[src/verilog/bxe_pkg.sv]
/*
 bxe_pkg: opcodes, forms, states, lengths, cycle counts and the data
 memory request carrier of the exclusive_or_op execution block.
 Assumes one core clock; memories answer reads combinationally.
*/
`default_nettype none
package bxe_pkg;
    // opcode encodings
    localparam logic [4:0] OPC_BANK_HI = 5'h0D;
    localparam logic [6:0] OPC_IND_HI = 7'h33;
    localparam logic [7:0] OPC_A_DIR  = 8'h65;
    localparam logic [7:0] OPC_A_IMM  = 8'h64;
    localparam logic [7:0] OPC_D_ACC  = 8'h62;
    localparam logic [7:0] OPC_D_IMM  = 8'h63;
    // byte address of the port one latch (plain default)
    localparam logic [7:0] PORT_ONE_ADDR_DEF = 8'h90;
    // instruction lengths and machine cycles
    localparam logic [1:0] LEN_ONE   = 2'h1;
    localparam logic [1:0] LEN_TWO   = 2'h2;
    localparam logic [1:0] LEN_THREE = 2'h3;
    localparam logic [1:0] CYC_ONE   = 2'h1;
    localparam logic [1:0] CYC_TWO   = 2'h2;
    // reset values
    localparam logic [7:0]  ACC_RST = 8'h00;
    localparam logic [15:0] PC_RST  = 16'h0000;

    typedef enum logic [6:0] {
        F_BANK = 7'h01,
        F_DIR = 7'h02,
        F_IND = 7'h04,
        F_IMM = 7'h08,
        F_DA  = 7'h10,
        F_DI  = 7'h20,
        F_BAD = 7'h40
    } bxe_form_e;

    typedef enum logic [7:0] {
        ST_IDLE = 8'h01,
        ST_OP   = 8'h02,
        ST_B2   = 8'h04,
        ST_B3   = 8'h08,
        ST_PTR  = 8'h10,
        ST_RD   = 8'h20,
        ST_EXEC = 8'h40,
        ST_SPARE = 8'h80
    } bxe_state_e;

    typedef struct packed {
        logic       rd;
        logic       wr;
        logic [7:0] addr;
        logic [7:0] wdata;
    } bxe_dreq_s;
endpackage : bxe_pkg
`default_nettype wire

[src/verilog/bxe_exec.sv]
/*
 bxe_exec: fetch, decode and execute of the six exclusive_or_op forms.
 Assumes code and data memory answer a read in the same cycle as the
 registered request, and take a write on the edge that ends it.
*/
`default_nettype none
module bxe_exec
    import bxe_pkg::*;
#(
    parameter logic [7:0] PORT_ONE_ADDR = PORT_ONE_ADDR_DEF
) (
    // clock and reset
    input  wire logic        clk_in,
    input  wire logic        rst_n_in,
    // control
    input  wire logic        start_in,
    input  wire logic [1:0]  bank_sel_in,
    input  wire logic        pc_load_in,
    input  wire logic [15:0] pc_in,
    input  wire logic        acc_wr_in,
    input  wire logic [7:0]  acc_wdata_in,
    // program memory
    input  wire logic [7:0]  code_data_in,
    output logic             code_rd_out,
    output logic      [15:0] code_addr_out,
    // data memory and port
    input  wire logic [7:0]  data_rdata_in,
    input  wire logic [7:0]  port_one_latch_in,
    output var bxe_dreq_s    data_req_out,
    // status
    output logic      [7:0]  acc_out,
    output logic      [15:0] pc_out,
    output logic             busy_out,
    output logic             done_out,
    output logic             illegal_out,
    output logic      [1:0]  instr_bytes_out,
    output logic      [1:0]  instr_cycles_out
);
    bxe_state_e  st_ff, nxt_st;
    bxe_form_e   form_ff, dec_form;
    bxe_dreq_s   dreq_ff, nxt_dreq;
    logic [7:0]  dir_ff, opnd_ff, mask_ff, acc_ff;
    logic [15:0] pc_ff, nxt_pc, code_addr_ff, nxt_code_addr;
    logic        code_rd_ff, nxt_code_rd;
    logic        done_ff, ill_ff, busy_ff;
    logic [1:0]  bytes_ff, cyc_ff;
    logic        dest_dir, use_latch;
    logic [7:0]  opnd_sel, xor_y, xor_b;

    function automatic bxe_form_e decode(input logic [7:0] op);
        bxe_form_e f;
        f = F_BAD;
        if (op[7:3] == OPC_BANK_HI) begin
            f = F_BANK;
        end else if (op[7:1] == OPC_IND_HI) begin
            f = F_IND;
        end else begin
            case (op)
                OPC_A_DIR: f = F_DIR;
                OPC_A_IMM: f = F_IMM;
                OPC_D_ACC: f = F_DA;
                OPC_D_IMM: f = F_DI;
                default:   f = F_BAD;
            endcase
        end
        return f;
    endfunction : decode

    assign dec_form  = decode(code_data_in);
    assign dest_dir  = (form_ff == F_DA) || (form_ff == F_DI);
    assign use_latch = dest_dir && (dir_ff == PORT_ONE_ADDR);
    // direct,#data uses the mask; every other form mixes in the accumulator
    assign xor_b     = (form_ff == F_DI) ? mask_ff : acc_ff;

    bxe_xor_unit u_xor (
        .mem_in       (data_rdata_in),
        .latch_in     (port_one_latch_in),
        .use_latch_in (use_latch),
        .a_in         (opnd_ff),
        .b_in         (xor_b),
        .opnd_out     (opnd_sel),
        .y_out        (xor_y)
    );

    always_comb begin
        nxt_st        = st_ff;
        nxt_pc        = pc_ff;
        nxt_code_rd   = 1'b0;
        nxt_code_addr = code_addr_ff;
        nxt_dreq      = '0;
        case (st_ff)
            ST_IDLE: begin
                if (start_in) begin
                    nxt_code_rd   = 1'b1;
                    nxt_code_addr = pc_ff;
                    nxt_pc        = pc_ff + 16'h0001;
                    nxt_st        = ST_OP;
                end
            end
            ST_OP: begin
                case (dec_form)
                    F_BANK: begin
                        nxt_dreq.rd   = 1'b1;
                        nxt_dreq.addr = {3'h0, bank_sel_in, code_data_in[2:0]};
                        nxt_st        = ST_RD;
                    end
                    F_IND: begin
                        nxt_dreq.rd   = 1'b1;
                        nxt_dreq.addr = {3'h0, bank_sel_in, 2'h0, code_data_in[0]};
                        nxt_st        = ST_PTR;
                    end
                    F_BAD: nxt_st = ST_IDLE;
                    default: begin
                        nxt_code_rd   = 1'b1;
                        nxt_code_addr = pc_ff;
                        nxt_pc        = pc_ff + 16'h0001;
                        nxt_st        = ST_B2;
                    end
                endcase
            end
            ST_B2: begin
                case (form_ff)
                    F_IMM: nxt_st = ST_EXEC;
                    F_DI: begin
                        nxt_code_rd   = 1'b1;
                        nxt_code_addr = pc_ff;
                        nxt_pc        = pc_ff + 16'h0001;
                        nxt_st        = ST_B3;
                    end
                    default: begin
                        nxt_dreq.rd   = 1'b1;
                        nxt_dreq.addr = code_data_in;
                        nxt_st        = ST_RD;
                    end
                endcase
            end
            ST_B3: begin
                nxt_dreq.rd   = 1'b1;
                nxt_dreq.addr = dir_ff;
                nxt_st        = ST_RD;
            end
            ST_PTR: begin
                nxt_dreq.rd   = 1'b1;
                nxt_dreq.addr = data_rdata_in;
                nxt_st        = ST_RD;
            end
            ST_RD: nxt_st = ST_EXEC;
            ST_EXEC: begin
                if (dest_dir) begin
                    nxt_dreq.wr    = 1'b1;
                    nxt_dreq.addr  = dir_ff;
                    nxt_dreq.wdata = xor_y;
                end
                nxt_st = ST_IDLE;
            end
            default: nxt_st = ST_IDLE;
        endcase
    end

    // sequencer and memory requests
    always_ff @(posedge clk_in or negedge rst_n_in) begin
        if (!rst_n_in) begin
            st_ff        <= ST_IDLE;
            code_rd_ff   <= 1'b0;
            code_addr_ff <= PC_RST;
            dreq_ff      <= '0;
            busy_ff      <= 1'b0;
        end else begin
            st_ff        <= nxt_st;
            code_rd_ff   <= nxt_code_rd;
            code_addr_ff <= nxt_code_addr;
            dreq_ff      <= nxt_dreq;
            busy_ff      <= (nxt_st != ST_IDLE);
        end
    end

    // program counter; a load only while idle so a fetch never races it
    always_ff @(posedge clk_in or negedge rst_n_in) begin
        if (!rst_n_in) begin
            pc_ff <= PC_RST;
        end else if ((st_ff == ST_IDLE) && pc_load_in && !start_in) begin
            pc_ff <= pc_in;
        end else begin
            pc_ff <= nxt_pc;
        end
    end

    // operand capture
    always_ff @(posedge clk_in or negedge rst_n_in) begin
        if (!rst_n_in) begin
            form_ff <= F_BAD;
            dir_ff  <= 8'h00;
            opnd_ff <= 8'h00;
            mask_ff <= 8'h00;
        end else begin
            case (st_ff)
                ST_OP: form_ff <= dec_form;
                ST_B2: begin
                    dir_ff <= code_data_in;
                    if (form_ff == F_IMM) begin
                        opnd_ff <= code_data_in;
                    end
                end
                ST_B3: mask_ff <= code_data_in;
                ST_RD: opnd_ff <= opnd_sel;
                default: ;
            endcase
        end
    end

    // accumulator: written when it is the destination or by acc_wr_in while idle, no flag path
    always_ff @(posedge clk_in or negedge rst_n_in) begin
        if (!rst_n_in) begin
            acc_ff <= ACC_RST;
        end else if ((st_ff == ST_EXEC) && !dest_dir) begin
            acc_ff <= xor_y;
        end else if ((st_ff == ST_IDLE) && acc_wr_in) begin
            acc_ff <= acc_wdata_in;
        end
    end

    // completion status
    always_ff @(posedge clk_in or negedge rst_n_in) begin
        if (!rst_n_in) begin
            done_ff  <= 1'b0;
            ill_ff   <= 1'b0;
            bytes_ff <= 2'h0;
            cyc_ff   <= 2'h0;
        end else begin
            done_ff <= (st_ff == ST_EXEC);
            ill_ff  <= (st_ff == ST_OP) && (dec_form == F_BAD);
            if (st_ff == ST_EXEC) begin
                case (form_ff)
                    F_BANK, F_IND: bytes_ff <= LEN_ONE;
                    F_DI:        bytes_ff <= LEN_THREE;
                    default:     bytes_ff <= LEN_TWO;
                endcase
                cyc_ff <= (form_ff == F_DI) ? CYC_TWO : CYC_ONE;
            end
        end
    end

    assign code_rd_out      = code_rd_ff;
    assign code_addr_out    = code_addr_ff;
    assign data_req_out     = dreq_ff;
    assign acc_out          = acc_ff;
    assign pc_out           = pc_ff;
    assign busy_out         = busy_ff;
    assign done_out         = done_ff;
    assign illegal_out      = ill_ff;
    assign instr_bytes_out  = bytes_ff;
    assign instr_cycles_out = cyc_ff;
endmodule : bxe_exec
`default_nettype wire

[src/verilog/bxe_xor_unit.sv]
/*
 bxe_xor_unit: destination operand select and the byte-wide XOR.
 Assumes the caller registers the outputs; purely combinational.
*/
`default_nettype none
module bxe_xor_unit (
    // operand sources
    input  wire logic [7:0] mem_in,
    input  wire logic [7:0] latch_in,
    input  wire logic       use_latch_in,
    // xor operands
    input  wire logic [7:0] a_in,
    input  wire logic [7:0] b_in,
    // results
    output logic      [7:0] opnd_out,
    output logic      [7:0] y_out
);
    // read-modify-write of a port must start from the latch, not the pins
    assign opnd_out = use_latch_in ? latch_in : mem_in;
    assign y_out    = a_in ^ b_in;
endmodule : bxe_xor_unit
`default_nettype wire

[config.mk]
export PLATFORM = sky130hd
export DESIGN_NAME = bxe_exec
export DESIGN_NICKNAME = d
export VERILOG_FILES = /design/src/verilog/bxe_pkg.sv /design/src/verilog/bxe_exec.sv /design/src/verilog/bxe_xor_unit.sv
export SDC_FILE = /design/constraint.sdc
export NUM_CORES = 1
export LEC_CHECK = 0
export BUFFER_PORTS_ARGS = -buffer_cell sky130_fd_sc_hd__buf_4
export CAP_MARGIN = 25
export CORE_MARGIN = 1
export CORE_UTILIZATION = 54
export CTS_CLUSTER_DIAMETER = 30
export DETAILED_ROUTE_END_ITERATION = 7
export HOLD_SLACK_MARGIN = 0.06
export PLACE_DENSITY = 0.81
export SYNTH_ARGS = -nofsm -noshare
export SYNTH_HDL_FRONTEND = slang
export SYNTH_SLANG_ARGS = --single-unit
[constraint.sdc]
create_clock -name clk_in -period 2.7 [get_ports clk_in]
set_clock_uncertainty 0.1 [all_clocks]
set_input_delay 0.27 -clock clk_in [delete_from_list [all_inputs] [get_ports clk_in]]
set_output_delay 0.27 -clock clk_in [all_outputs]
set_load 0.03 [all_outputs]
Yosys cells after proc, flatten, opt, wreduce, memory -nomap -nowiden
Index checks and enable logic that the tools add are counted.
Storage, ports and cells
  output and inout bits: 66
  logic and storage cells: 108
  input bits: 55
  flip-flop bits (word level): 105
Cells by class
  equal/unequal tests: 30
  add/sub/neg operators: 1
  bitwise gates (word level): 1
  multiplexer cells: 37
  reduce and logical (&&, ||, !) cells: 21
Operators by type and width (count)
  2-to-1 mux 16 bit: 7
  one-hot mux 16 bit (3 select lines): 2
  one-hot mux 8 bit (5 select lines): 2
  2-to-1 mux 8 bit: 8
  equality test 8 x 7 -> 1 bit (second input constant): 5
  one-hot mux 7 bit (4 select lines): 1
  one-hot mux 6 bit (3 select lines): 1
  2-to-1 mux 17 bit: 1
  adder 16 x 1 -> 16 bit (second input constant): 1
  one-hot mux 8 bit (2 select lines): 1
  equality test 7 x 1 -> 1 bit (second input constant): 2
  equality test 7 x 3 -> 1 bit (second input constant): 2
  equality test 7 x 6 -> 1 bit (second input constant): 2
  2-to-1 mux 7 bit: 2
  one-hot mux 7 bit (2 select lines): 1
  one-hot mux 5 bit (2 select lines): 1
  equality test 8 x 1 -> 1 bit (second input constant): 1
  equality test 8 x 2 -> 1 bit (second input constant): 1
  equality test 8 x 3 -> 1 bit (second input constant): 1
  equality test 8 x 4 -> 1 bit (second input constant): 1
  equality test 8 x 5 -> 1 bit (second input constant): 1
  equality test 8 x 6 -> 1 bit (second input constant): 1
  equality test 8 bit (second input constant): 1
  inequality test 2 bit (second input constant): 4
  22 further kinds: 40

Longest topological paths before layout
Gate-level depths: netlist of run 1.
  depth in word-level cells: 9
  mapped depth: 8
  mapped depth without buffers: 7

By module
A second synthesis of run 1 with hierarchy kept.
Second synthesis, totals
  cell total of the unflattened synthesis: 509
  area total of the unflattened synthesis: 4947.2 µm²
Modules (own cells, without submodules)
  bxe_exec: sequential area each 2630.0 µm², instances 1, cells an instance 492, area an instance 4745.8 µm²
  bxe_xor_unit: sequential area each 0.0 µm², instances 1, cells an instance 17, area an instance 201.4 µm²

Least setup slack after synthesis of run 1
Ideal clock, no wire load.
  path type: reg2reg
  start point: reg st_ff[4]
  end point: reg dreq_ff (netlist bit data_req_out[17])
  buffers on the path: 1
  path slack: 0.498 ns
  clock period less this slack: 2.202 ns
  arrival: 2.031 ns
  cell stages (with the launch flop): 7
  library setup time: 0.071 ns
  data required time: 2.529 ns
  cells stage by stage: dfrtp_1 or4_4 or3_1 buf_6 nor3b_4 and3_4 nand3b_1
RTL lines
  start, declared: line bxe_exec.sv:39  | bxe_state_e st_ff, nxt_st;
  start signal, assigned: line bxe_exec.sv:169  | st_ff <= nxt_st;
  end signal, assigned: line bxe_exec.sv:172  | dreq_ff <= nxt_dreq;
  end, declared: line bxe_exec.sv:41  | bxe_dreq_s dreq_ff, nxt_dreq;

Final worst setup path of run 1
  start point: in code_data_in[4]
  end point: reg pc_ff[9] (netlist: pc_out[9])
On the way
  word-level cells in the longest chain between the ends: 8
  elaborated cells between the ends (all ways): 15
  classes of those cells: eq/ne (10); mux (3); reduce/logical (2)
RTL lines
  start, declared: line bxe_exec.sv:23  | input wire logic [7:0] code_data_in,
  equality test 8 x 7 -> 1 bit: line bxe_exec.sv:58  | case (op)
  one-hot mux 7 bit (4 select lines): line bxe_exec.sv:58
  2-to-1 mux 7 bit: line bxe_exec.sv:55  | end else if (op[7:1] == OPC_IND_HI) begin
  2-to-1 mux 7 bit *: line bxe_exec.sv:53  | if (op[7:3] == OPC_BANK_HI) begin
  equality test 7 bit (tied with other cells): line bxe_exec.sv:101  | case (dec_form)
  OR reduction 3 bit (no line) *
  inequality test 3 bit (no line) *
  AND reduction 4 bit (no line) *
  end signal, assigned: line bxe_exec.sv:182  | pc_ff <= pc_in;
  end signal, assigned: line bxe_exec.sv:184  | pc_ff <= nxt_pc;
  end, declared: line bxe_exec.sv:43  | logic [15:0] pc_ff, nxt_pc, code_addr_ff, nxt_code_addr;
Mark *: on every way between the ends. The rest lies on a longest branch, timed or not.
A chain may end at the register's enable or synchronous reset.

==> flow_summary.ini, run 1 <==
[setup_path]
critical_path.slowest_cell = dlygate4sd3_1
criticalPathCategory = primary input to flop
cp_max_fo = 6
path_buf_inv = 2
required_ps = 2860
start_kind = primary input
crit_family = simple AND/OR/NAND/NOR gates
crit_chain = dlygate4sd3_1, buf_4, and4bb_2, or4b_1, o221ai_2, and2b_1, a211oi_1, a311oi_1
end_kind = flop
cp.arrival_ps = 2790
cpPeakStageDelay_ps = 550

[sta]
tightest_slew_ps = 945
finalHoldViolCount = 0
post-route-min-period_ps = 2630
fmax_ghz = 0.380
post-route-period-util_pct = 97.4
maxSlewHeadroom_pct = 36.7
slew_viol_final = 0
whs_ps = 80.9
setup_viol = 0

[synth]
yosysTopAreaCell = dfrtp_1
async_flop_share_pct = 100
ys_types = 61
synth_top_area_share_pct = 51.8
ys_ff_latch = 105
synth_compound_area_share_pct = 10.3
synth_top_family_by_area = simple AND/OR/NAND/NOR gates
synth_nets = 553
synth.yosys.seq_area_share_pct = 52.9
synth_xor_area_share_pct = 2.29
synth-simple-area-share_pct = 22.6
synth_edf_count = 0
syn_area_sq_um = 4970
ys_warn_count = 0
synth_ff_type = dfrtp_1
post-synth-top-count-cell = nand2_1
synth.area.mux_share_pct = 8.88
ys_top_cells_by_count = nand2_1, dfrtp_1, nor2_1
syn_avg_cell_area_sq_um = 10.0
synthTopCellsByArea = dfrtp_1, nand2_1, mux2_2
synthAdderAreaFrac_pct = 0.252
syn_inst = 497

[global_route]
grt_pass1_vias = 4174
grt_pass1_wl_mm = 20.8
antenna_found_initial = 0
grt_overflow_total = 0
grtUsageTotal_pct = 27.6
grt_max_degree = 51

[floorplan]
rows = 34
initial_core_util_pct = 56.5
die_x_um = 97.9
io_pins = 121
dieArea_sq_um = 9590
dieHeight_um = 97.9
core_region_area_sq_um = 8810

[layout]
fin_nets = 694
fillers = 637
insertedDiodeCount = 0
multi_input_area_sq_um = 2210
area_delta_synth_final_pct = 29.3
register_area_sq_um = 2630
drive_gt1_share_pct = 30.2

[clock_network]
insertion_delay_ps = 360
clock_tree.root_cell = clkbuf_8
cts_tree = done
h-tree-depth = 3
cts.sinks = 105
cts_made_buffers = 9
clockBufferDepth = 2
clkTransAtPathRegs_ps = 90

[power_and_ir_drop]
powerDensity_nw_per_um2 = 670
leakage_nw = 3.19
vdd_drop_max_uv = 340
finalPower_mw = 4.31

[outcome]
violations = design-rule violations
status = finished, violations left

[routing]
vias = 4244
ant_nets = 0
drc_errors = 8
vias_per_cell = 5.66
drt_iter0_drc = 205
wl_mm = 12.7
wire_per_inst_um = 16.9
drtPass1Iterations = 7

[placed_design]
gp_congestion = 0.900
hpwl_mm = 9.39
port_buffers = 120

[worst_hold_path]
hold_path.class = primary input to flop

[flow_run]
maxCapViolCount = 0
## cell type report
cell class | count | area share, %
clock buffer | 11 | 2.36
inverter | 10 | 0.584
multi-input combinational | 362 | 34.4
clock inverter | 4 | 1.19
timing repair buffer | 150 | 18.4
sequential | 105 | 40.9
tap | 108 | 2.10
## state kept, by name, indices dropped and copies added (netlist names)
name / count
form_ff: 7
pc_out: 16
data_req_out: 18
done_out: 1
instr_bytes_out: 2
illegal_out: 1
st_ff: 8
instr_cycles_out: 2
acc_out: 8
mask_ff: 8
code_addr_out: 16
opnd_ff: 8
dir_ff: 8
code_rd_out: 1
busy_out: 1
## worst min-delay path: cells and delay by family
| family | cells | cell delay, ps |
|---|---|---|
| buffers and inverters | 1 | 120 |
| and+or+nand+nor | 2 | 120 |
## final timing paths
| check | slack [ps] | to | depth (start not counted) | start |
|---|---|---|---|---|
| worst max-delay path | 70 | pc_out[9]$_DFFE_PN0P_ | 8 | code_data_in[4] |
| min in group asynchronous | 300 | data_req_out[14]$_DFF_PN0_ | 2 | rst_n_in |
| max in group asynchronous | 1470 | st_ff[0]$_DFF_PN1_ | 3 | rst_n_in |
| worst min-delay path | 80 | dir_ff[6]$_DFFE_PN0P_ | 3 | code_data_in[6] |
| worst min register to register | 370 | code_addr_out[7]$_DFFE_PN0P_ | 2 | code_addr_out[7]$_DFFE_PN0P_ |
| worst max register to register | 220 | acc_out[7]$_DFFE_PN0P_ | 6 | st_ff[5]$_DFF_PN0_ |
## metal layers
| layer | vias up | GRT usage (%) | part of all wire, % |
|---|---|---|---|
| met1 | 2068 | 39.3 | 45 |
| met4 | 0 | 9.56 | 1.9 |
| met2 | 147 | 42.4 | 48 |
| met3 | 22 | 5.51 | 5.4 |
| li1 | 2007 | - | - |
| met5 | - | 0 | 0 |
## where the power goes
part / total (mW) / leakage, nW / switching, mW / internal (mW)
combinational: 1.23 / 1.81 / 0.733 / 0.494
sequential: 1.99 / 1.28 / 0.220 / 1.77
clock: 1.09 / 0.112 / 0.517 / 0.570
## placed cells by master (no fill, tap or decap), types with 4 or more instances in the layout
master,instances
a211oi_1,6
a21oi_1,26
a22oi_1,8
a311oi_1,5
and3_1,5
buf_4,133
clkbuf_8,11
dfrtp_1,103
dlygate4sd3_1,15
inv_1,10
mux2_2,25
mux2i_1,16
nand2_1,111
nand2b_1,4
nand3_1,10
nand3b_1,4
nor2_1,48
nor2b_1,5
nor3_1,5
o21ai_0,15
xor2_1,12
## cell families (layout without fill, tap and decap cells)
| kind of cell | Yosys count | count (layout) |
|---|---|---|
| buffers and inverters | 30 | 175 |
| XOR/XNOR | 13 | 13 |
| AND/OR/NAND/NOR | 226 | 226 |
| flip-flops | 105 | 105 |
| multiplexers | 41 | 41 |
| AO/OA/AOI/OAI | 80 | 80 |
| adder cells (fa/ha/maj) | 1 | 1 |
| other | 1 | 1 |
## repair_timing
action	CTS	global route
hold buffers	15	0
setup buffers	0	0
resized for setup	0	4
endpoints found under the hold margin	43	0
setup endpoints to repair	0	9
## per-stage QoR
step	setup TNS, ps	instances	setup slack [ps]	cell area [sq um]	utilization (%)
final	0	750	69.4	6430	73.0
after floorplan	0	497	498	4970	-
after global routing	-1.99	750	-1.99	6430	73.0
after CTS	0	750	68.0	6410	72.8
after global placement	0	719	207	6030	68.5
after detailed placement	0	720	172	6040	68.6
(Power assumes the default switching activity.)
==> inputs of run 2 (changes only) <==
--- a/config.mk
+++ b/config.mk
@@ -5,14 +5,15 @@
 export SDC_FILE = /design/constraint.sdc
 export NUM_CORES = 1
 export LEC_CHECK = 0
+export ABC_AREA = 1
 export BUFFER_PORTS_ARGS = -buffer_cell sky130_fd_sc_hd__buf_4
 export CAP_MARGIN = 25
 export CORE_MARGIN = 1
-export CORE_UTILIZATION = 54
+export CORE_UTILIZATION = 49
 export CTS_CLUSTER_DIAMETER = 30
 export DETAILED_ROUTE_END_ITERATION = 7
 export HOLD_SLACK_MARGIN = 0.06
-export PLACE_DENSITY = 0.81
+export PLACE_DENSITY = 0.76
 export SYNTH_ARGS = -nofsm -noshare
 export SYNTH_HDL_FRONTEND = slang
 export SYNTH_SLANG_ARGS = --single-unit
==> constraint.sdc (replaced) <==
create_clock -name clk_in -period 2.3 [get_ports clk_in]
set_clock_uncertainty 0.1 [all_clocks]
set_input_delay 0.23 -clock clk_in [delete_from_list [all_inputs] [get_ports clk_in]]
set_output_delay 0.23 -clock clk_in [all_outputs]
set_load 0.03 [all_outputs]
==> run 2 against run 1 <==
  * The flow now finishes without violations
  * Register-to-register slack is essentially flat
  * Worst setup slack better by 96 ps
  * Sequential power grew 29%
  * Core utilization shrank 8.1 points
  * Clock power rose by 6%
  * Total power up 35%
  * Critical path depth rose by 1
  * Combinational power rose by 70%
  * Global-route usage about the same
  * Flip-flop and latch count is the same
  * Critical path type unchanged
  * Critical endpoint is now code_addr_out[11]$_DFFE_PN0P_
==> flow_summary.ini, run 2 <==
[floorplan]
dieArea_sq_um = 11600
initial_core_util_pct = 50.4
die_x_um = 108
rows = 38
dieHeight_um = 108
io_pins = 121
core_region_area_sq_um = 10800

[synth]
synth_ff_type = dfrtp_1
post-synth-top-count-cell = nand2_1
ys_types = 37
synth_edf_count = 0
synth_nets = 772
ys_warn_count = 0
syn_avg_cell_area_sq_um = 7.63
async_flop_share_pct = 100
yosysTopAreaCell = dfrtp_1
syn_inst = 716
syn_area_sq_um = 5460
synth.yosys.seq_area_share_pct = 48.1
ys_ff_latch = 105
synth_top_area_share_pct = 47.2
ys_top_cells_by_count = nand2_1, dfrtp_1, nand3_1
synthTopCellsByArea = dfrtp_1, nand2_1, nand3_1

[layout]
area_delta_synth_final_pct = 28.7
largest_reg_flops = 18
multi_input_area_sq_um = 2470
fin_nets = 928
register_area_sq_um = 2630
insertedDiodeCount = 0
fillers = 932
drive_gt1_share_pct = 20.5
final_cell_mix = nand2_1, buf_4, dfrtp_1
final_common_cell = nand2_1
final_area_sq_um = 7030

[setup_path]
r2r_end = code_addr_out[11]$_DFFE_PN0P_
crit_family = simple AND/OR/NAND/NOR gates
critical_path.slowest_cell = dlygate4sd3_1
cpPeakStageDelay_ps = 530
end_kind = flop
crit_chain = dlygate4sd3_1, buf_4, inv_1, nor2_1, o21ai_2, nand3_4, nand2_4, nand2_1, nand2_1
start_kind = primary input
path_depth = 9
path_buf_inv = 3
required_ps = 2520
r2r-start = st_ff[2]$_DFF_PN0_
cp.arrival_ps = 2360
r2r_slack_ps = 230
cp-startpoint = code_data_in[1]
cp-endpoint = code_addr_out[11]$_DFFE_PN0P_
cpMostUsedCell = nand2_1
cp_max_fo = 18
criticalPathCategory = primary input to flop
reg2reg_depth = 7

[worst_hold_path]
hold_path.class = primary input to flop
hold_path_depth = 3

[sta]
totalNegativeSetupSlack_ps = 0
maxSlewHeadroom_pct = 62.9
fin_ws_ps = 166
post-route-min-period_ps = 2130
setup_viol = 0
tightest_slew_ps = 557
fmax_ghz = 0.469
whs_ps = 66.1
slew_viol_final = 0
finalHoldViolCount = 0
rsz0062_at_grt = false
post-route-period-util_pct = 92.8

[placed_design]
place_area_sq_um = 6500
gp_congestion = 0.991
port_buffers = 120
place_ws_ps = 183
hpwl_mm = 10.8

[clock_network]
cts_tree = done
cts.sinks = 105
clockBufferDepth = 2
postCtsSetupBuffers = 0
clock_tree.root_cell = clkbuf_8
h-tree-depth = 3
cts_resized = 0
clkTransAtPathRegs_ps = 100
insertion_delay_ps = 380
cts_made_buffers = 9

[power_and_ir_drop]
finalPower_mw = 5.81
power.internal_mw = 3.48
vdd_drop_max_uv = 628
leakage_nw = 3.71
swShare_pct = 40.1
p_comb_share_pct = 36.0
power_switching_mw = 2.33
clockPowerShare_pct = 19.8
powerDensity_nw_per_um2 = 827
p_seq_share_pct = 44.3

[global_route]
grtUsageTotal_pct = 27.6
antenna_found_initial = 0
grt_max_degree = 43
grt_overflow_total = 0
grt_pass1_wl_mm = 24.8
grt_pass1_vias = 5144

[routing]
vias = 5436
drc_errors = 0
drtPass1Iterations = 5
vias_per_cell = 5.35
ant_nets = 0
wl_mm = 15.4
drt_iter0_drc = 429
wire_per_inst_um = 15.2

[flow_run]
maxCapViolCount = 0

[outcome]
status = finished clean
[run 2: cell count changes after synthesis, sizes merged, moves of 16 or more]
cell	before	now
inv	10	65
nor2	48	76
mux2	25	0
nand3	10	80
nand2	111	271
nand4	3	29
mux2i	16	0
[run 2: logic make-up (layout without fill, tap and decap cells)]
family | Yosys count | in the layout | share of synthesized area (%)
XOR/XNOR | 5 | 5 | 0.802
buffers and inverters | 84 | 244 | 6.78
adder cells (fa/ha/maj) | 1 | 1 | 0.229
flip-flops | 105 | 105 | 48.1
other | 1 | 1 | 0.0686
AO/OA/AOI/OAI | 60 | 60 | 6.34
AND/OR/NAND/NOR | 460 | 461 | 37.6
[run 2: layout make-up]
| class | count | share of cell area, % |
|---|---|---|
| inverters | 65 | 3.47 |
| flip-flops and latches | 105 | 37.4 |
| multi-input cells | 528 | 35.2 |
| clock buffers | 11 | 1.87 |
| repair buffers | 163 | 18.8 |
| clock inverters | 5 | 0.801 |
| well taps | 140 | 2.49 |
[run 2: worst min-delay path by stage]
stage               slack [ps]       startpoint                               to
global placement           150         rst_n_in  instr_cycles_out[1]$_DFFE_PN0P_
detailed placement         160         rst_n_in   instr_bytes_out[1]$_DFFE_PN0P_
CTS                         60         pc_in[2]            pc_out[2]$_DFFE_PN0P_
global route                80  code_data_in[6]            dir_ff[6]$_DFFE_PN0P_
finish                      70  code_data_in[5]            dir_ff[5]$_DFFE_PN0P_
floorplan                 -170         rst_n_in           acc_out[0]$_DFFE_PN0P_
[run 2: per-layer routing]
metal / wire length, um / vias to the layer above / global-route usage, %
met5: 0 / - / 0
met4: 367 / 0 / 11.2
met3: 911 / 27 / 3.33
met2: 7500 / 219 / 46.6
met1: 6660 / 2567 / 36.0
li1: - / 2623 / -
[run 2: what timing repair did]
item | 4_1_cts | 5_1_grt
hold buffers | 33 | 0
hold endpoints to repair | 66 | 0
setup endpoints to repair | 0 | 2
[run 2: worst register-to-register path, cell delays in order, from the launching register on]
cell     delay, ps
dfrtp_1        450
nor2_4         180
nand3_1        180
nor2_4         280
nand3_4        300
nand2_4        330
nand2_1        120
nand2_1         80
[run 2: power by group through the flow]
stage	Combinational [mW]	Clock [mW]	Sequential (mW)
floorplan	0.778	0	3.04
CTS	2.09	1.16	2.56
detailed placement	2.04	0	2.59
finish	2.09	1.15	2.57
global placement	2.00	0	2.59
global route	2.28	1.24	2.63
[run 2: stage by stage]
step                      std cells  util [%]
final                          1017      64.8
after detailed placement        967      60.0
after global routing           1017      64.8
after CTS                      1016      64.7
after global placement          967      60.0
after floorplan                 716         -
==> inputs of run 3 (changes only) <==
--- a/config.mk
+++ b/config.mk
@@ -12,6 +12,7 @@
 export CORE_UTILIZATION = 49
 export CTS_CLUSTER_DIAMETER = 30
 export DETAILED_ROUTE_END_ITERATION = 7
+export GPL_TIMING_DRIVEN = 0
 export HOLD_SLACK_MARGIN = 0.06
 export PLACE_DENSITY = 0.76
 export SYNTH_ARGS = -nofsm -noshare
==> run 3 against run 2 <==
  * Worst hold slack improved by 2.6 ps
  * Highest routed layer unchanged
  * Critical path depth fell by 1
  * Largest power group unchanged
  * Worst setup slack improved by 170 ps
  * Largest cell class unchanged
  * Register-to-register slack improved by 100 ps
==> flow_summary.ini, run 3 (synthesized netlist as in run 2, its figures left out) <==
[outcome]
status = finished clean

[placed_design]
gp_congestion = 0.891
place_area_sq_um = 6570
port_buffers = 120
hpwl_mm = 11.2

[flow_run]
maxCapViolCount = 0

[layout]
fillers = 957
largest_reg_flops = 18
fin_nets = 925
final_core_util_pct = 64.2
drive_gt1_share_pct = 21.4
final_area_sq_um = 6960
final_common_cell = nand2_1
area_delta_synth_final_pct = 27.5
insertedDiodeCount = 0
final_cell_mix = nand2_1, buf_4, dfrtp_1

[setup_path]
cp.arrival_ps = 2130
critical_path.slowest_cell = dfstp_2
cpPeakStageDelay_ps = 530
end_kind = flop
cpMostUsedCell = nand2_1
criticalPathCategory = flop to flop
start_kind = flop
cp_max_fo = 6
crit_chain = inv_2, nand3_1, nor2_1, nor2_1, nand2_1, nand2_1, nand2_1, o211ai_1
required_ps = 2470

[sta]
maxSlewHeadroom_pct = 54.4
finalHoldViolCount = 0
totalNegativeSetupSlack_ps = 0
fmax_ghz = 0.508
tightest_slew_ps = 685
slew_viol_final = 0
rsz0062_at_grt = false
post-route-period-util_pct = 85.5
setup_viol = 0
whs_ps = 68.7
post-route-min-period_ps = 1970

[floorplan]
dieArea_sq_um = 11600
io_pins = 121
initial_core_util_pct = 50.4
die_x_um = 108
rows = 38
core_region_area_sq_um = 10800
dieHeight_um = 108

[routing]
drt_iter0_drc = 387
drc_errors = 0
wl_mm = 15.3
wire_per_inst_um = 15.1
ant_nets = 0
vias_per_cell = 5.39
drtPass1Iterations = 5
vias = 5461

[power_and_ir_drop]
powerDensity_nw_per_um2 = 832
vdd_drop_max_uv = 619
leakage_nw = 3.69

[global_route]
grt_pass1_vias = 5265
grt_max_degree = 58
grt_pass1_wl_mm = 24.8
grtUsageTotal_pct = 27.5
grt_overflow_total = 0
antenna_found_initial = 0

[clock_network]
cts_made_buffers = 9
clockBufferDepth = 2
cts_tree = done
clock_tree.root_cell = clkbuf_8
insertion_delay_ps = 370
cts.sinks = 105
clkTransAtPathRegs_ps = 100
h-tree-depth = 3
postCtsSetupBuffers = 0

[worst_hold_path]
hold_path.class = primary input to flop
run 3: power by group:
part           internal, mW  switching [mW]  leakage, nW
Combinational         0.796            1.30         2.29
Clock                 0.504           0.637       0.0933
Sequential             2.17           0.389         1.31
run 3: final timing paths:
kind                                   startpoint                            end  slack [ps]  depth (start not counted)
setup / recovery           form_ff[6]$_DFFE_PN1P_      data_req_out[9]$_DFF_PN0_         330                          8
hold / removal                    acc_wdata_in[6]         acc_out[6]$_DFFE_PN0P_          70                          5
setup reg to reg           form_ff[6]$_DFFE_PN1P_      data_req_out[9]$_DFF_PN0_         330                          8
hold reg to reg            mask_ff[2]$_DFFE_PN0N_         mask_ff[2]$_DFFE_PN0N_         400                          2
max in group asynchronous                rst_n_in  code_addr_out[12]$_DFFE_PN0P_        1070                          3
min in group asynchronous                rst_n_in     data_req_out[13]$_DFF_PN0_         330                          2
run 3: what timing repair did:
action,4_1_cts,5_1_grt
hold buffers,21,0
endpoints found under the hold margin,64,0
resized for setup,0,0
run 3: area by class of cell:
cell class	instances	area [sq um]	share of cell area, %
buffer	19	126	1.81
tap	140	175	2.52
sequential	105	2630	37.8
multi-input combinational	527	2460	35.4
inverter	65	244	3.50
clock inverter	5	56.3	0.808
clock buffer	11	131	1.89
timing repair buffer	142	1140	16.3
run 3: worst max-delay path: cells and delay by family, from the launching register on:
family                 cells  cell delay, ps
AOI/OAI and AO/OA          1             100
buffers and inverters      1              40
and+or+nand+nor            6            1110
DFF                        1             530
run 3: metal layers:
layer / vias up / GRT usage [%] / part of all wire [%]
li1: 2604 / - / -
met1: 2603 / 37.1 / 43
met2: 226 / 45.6 / 49
met3: 28 / 3.45 / 6.6
met4: 0 / 9.49 / 1.7
met5: - / 0 / 0
run 3: stage by stage:
stage | setup WS [ps] | cells | power [mW]
2_1_floorplan | 555 | 716 | 3.81
3_3_place_gp | 432 | 976 | 4.58
6_report | 333 | 1014 | 5.80
4_1_cts | 377 | 1014 | 5.81
3_5_place_dp | 409 | 977 | 4.64
5_1_grt | 209 | 1014 | 6.14
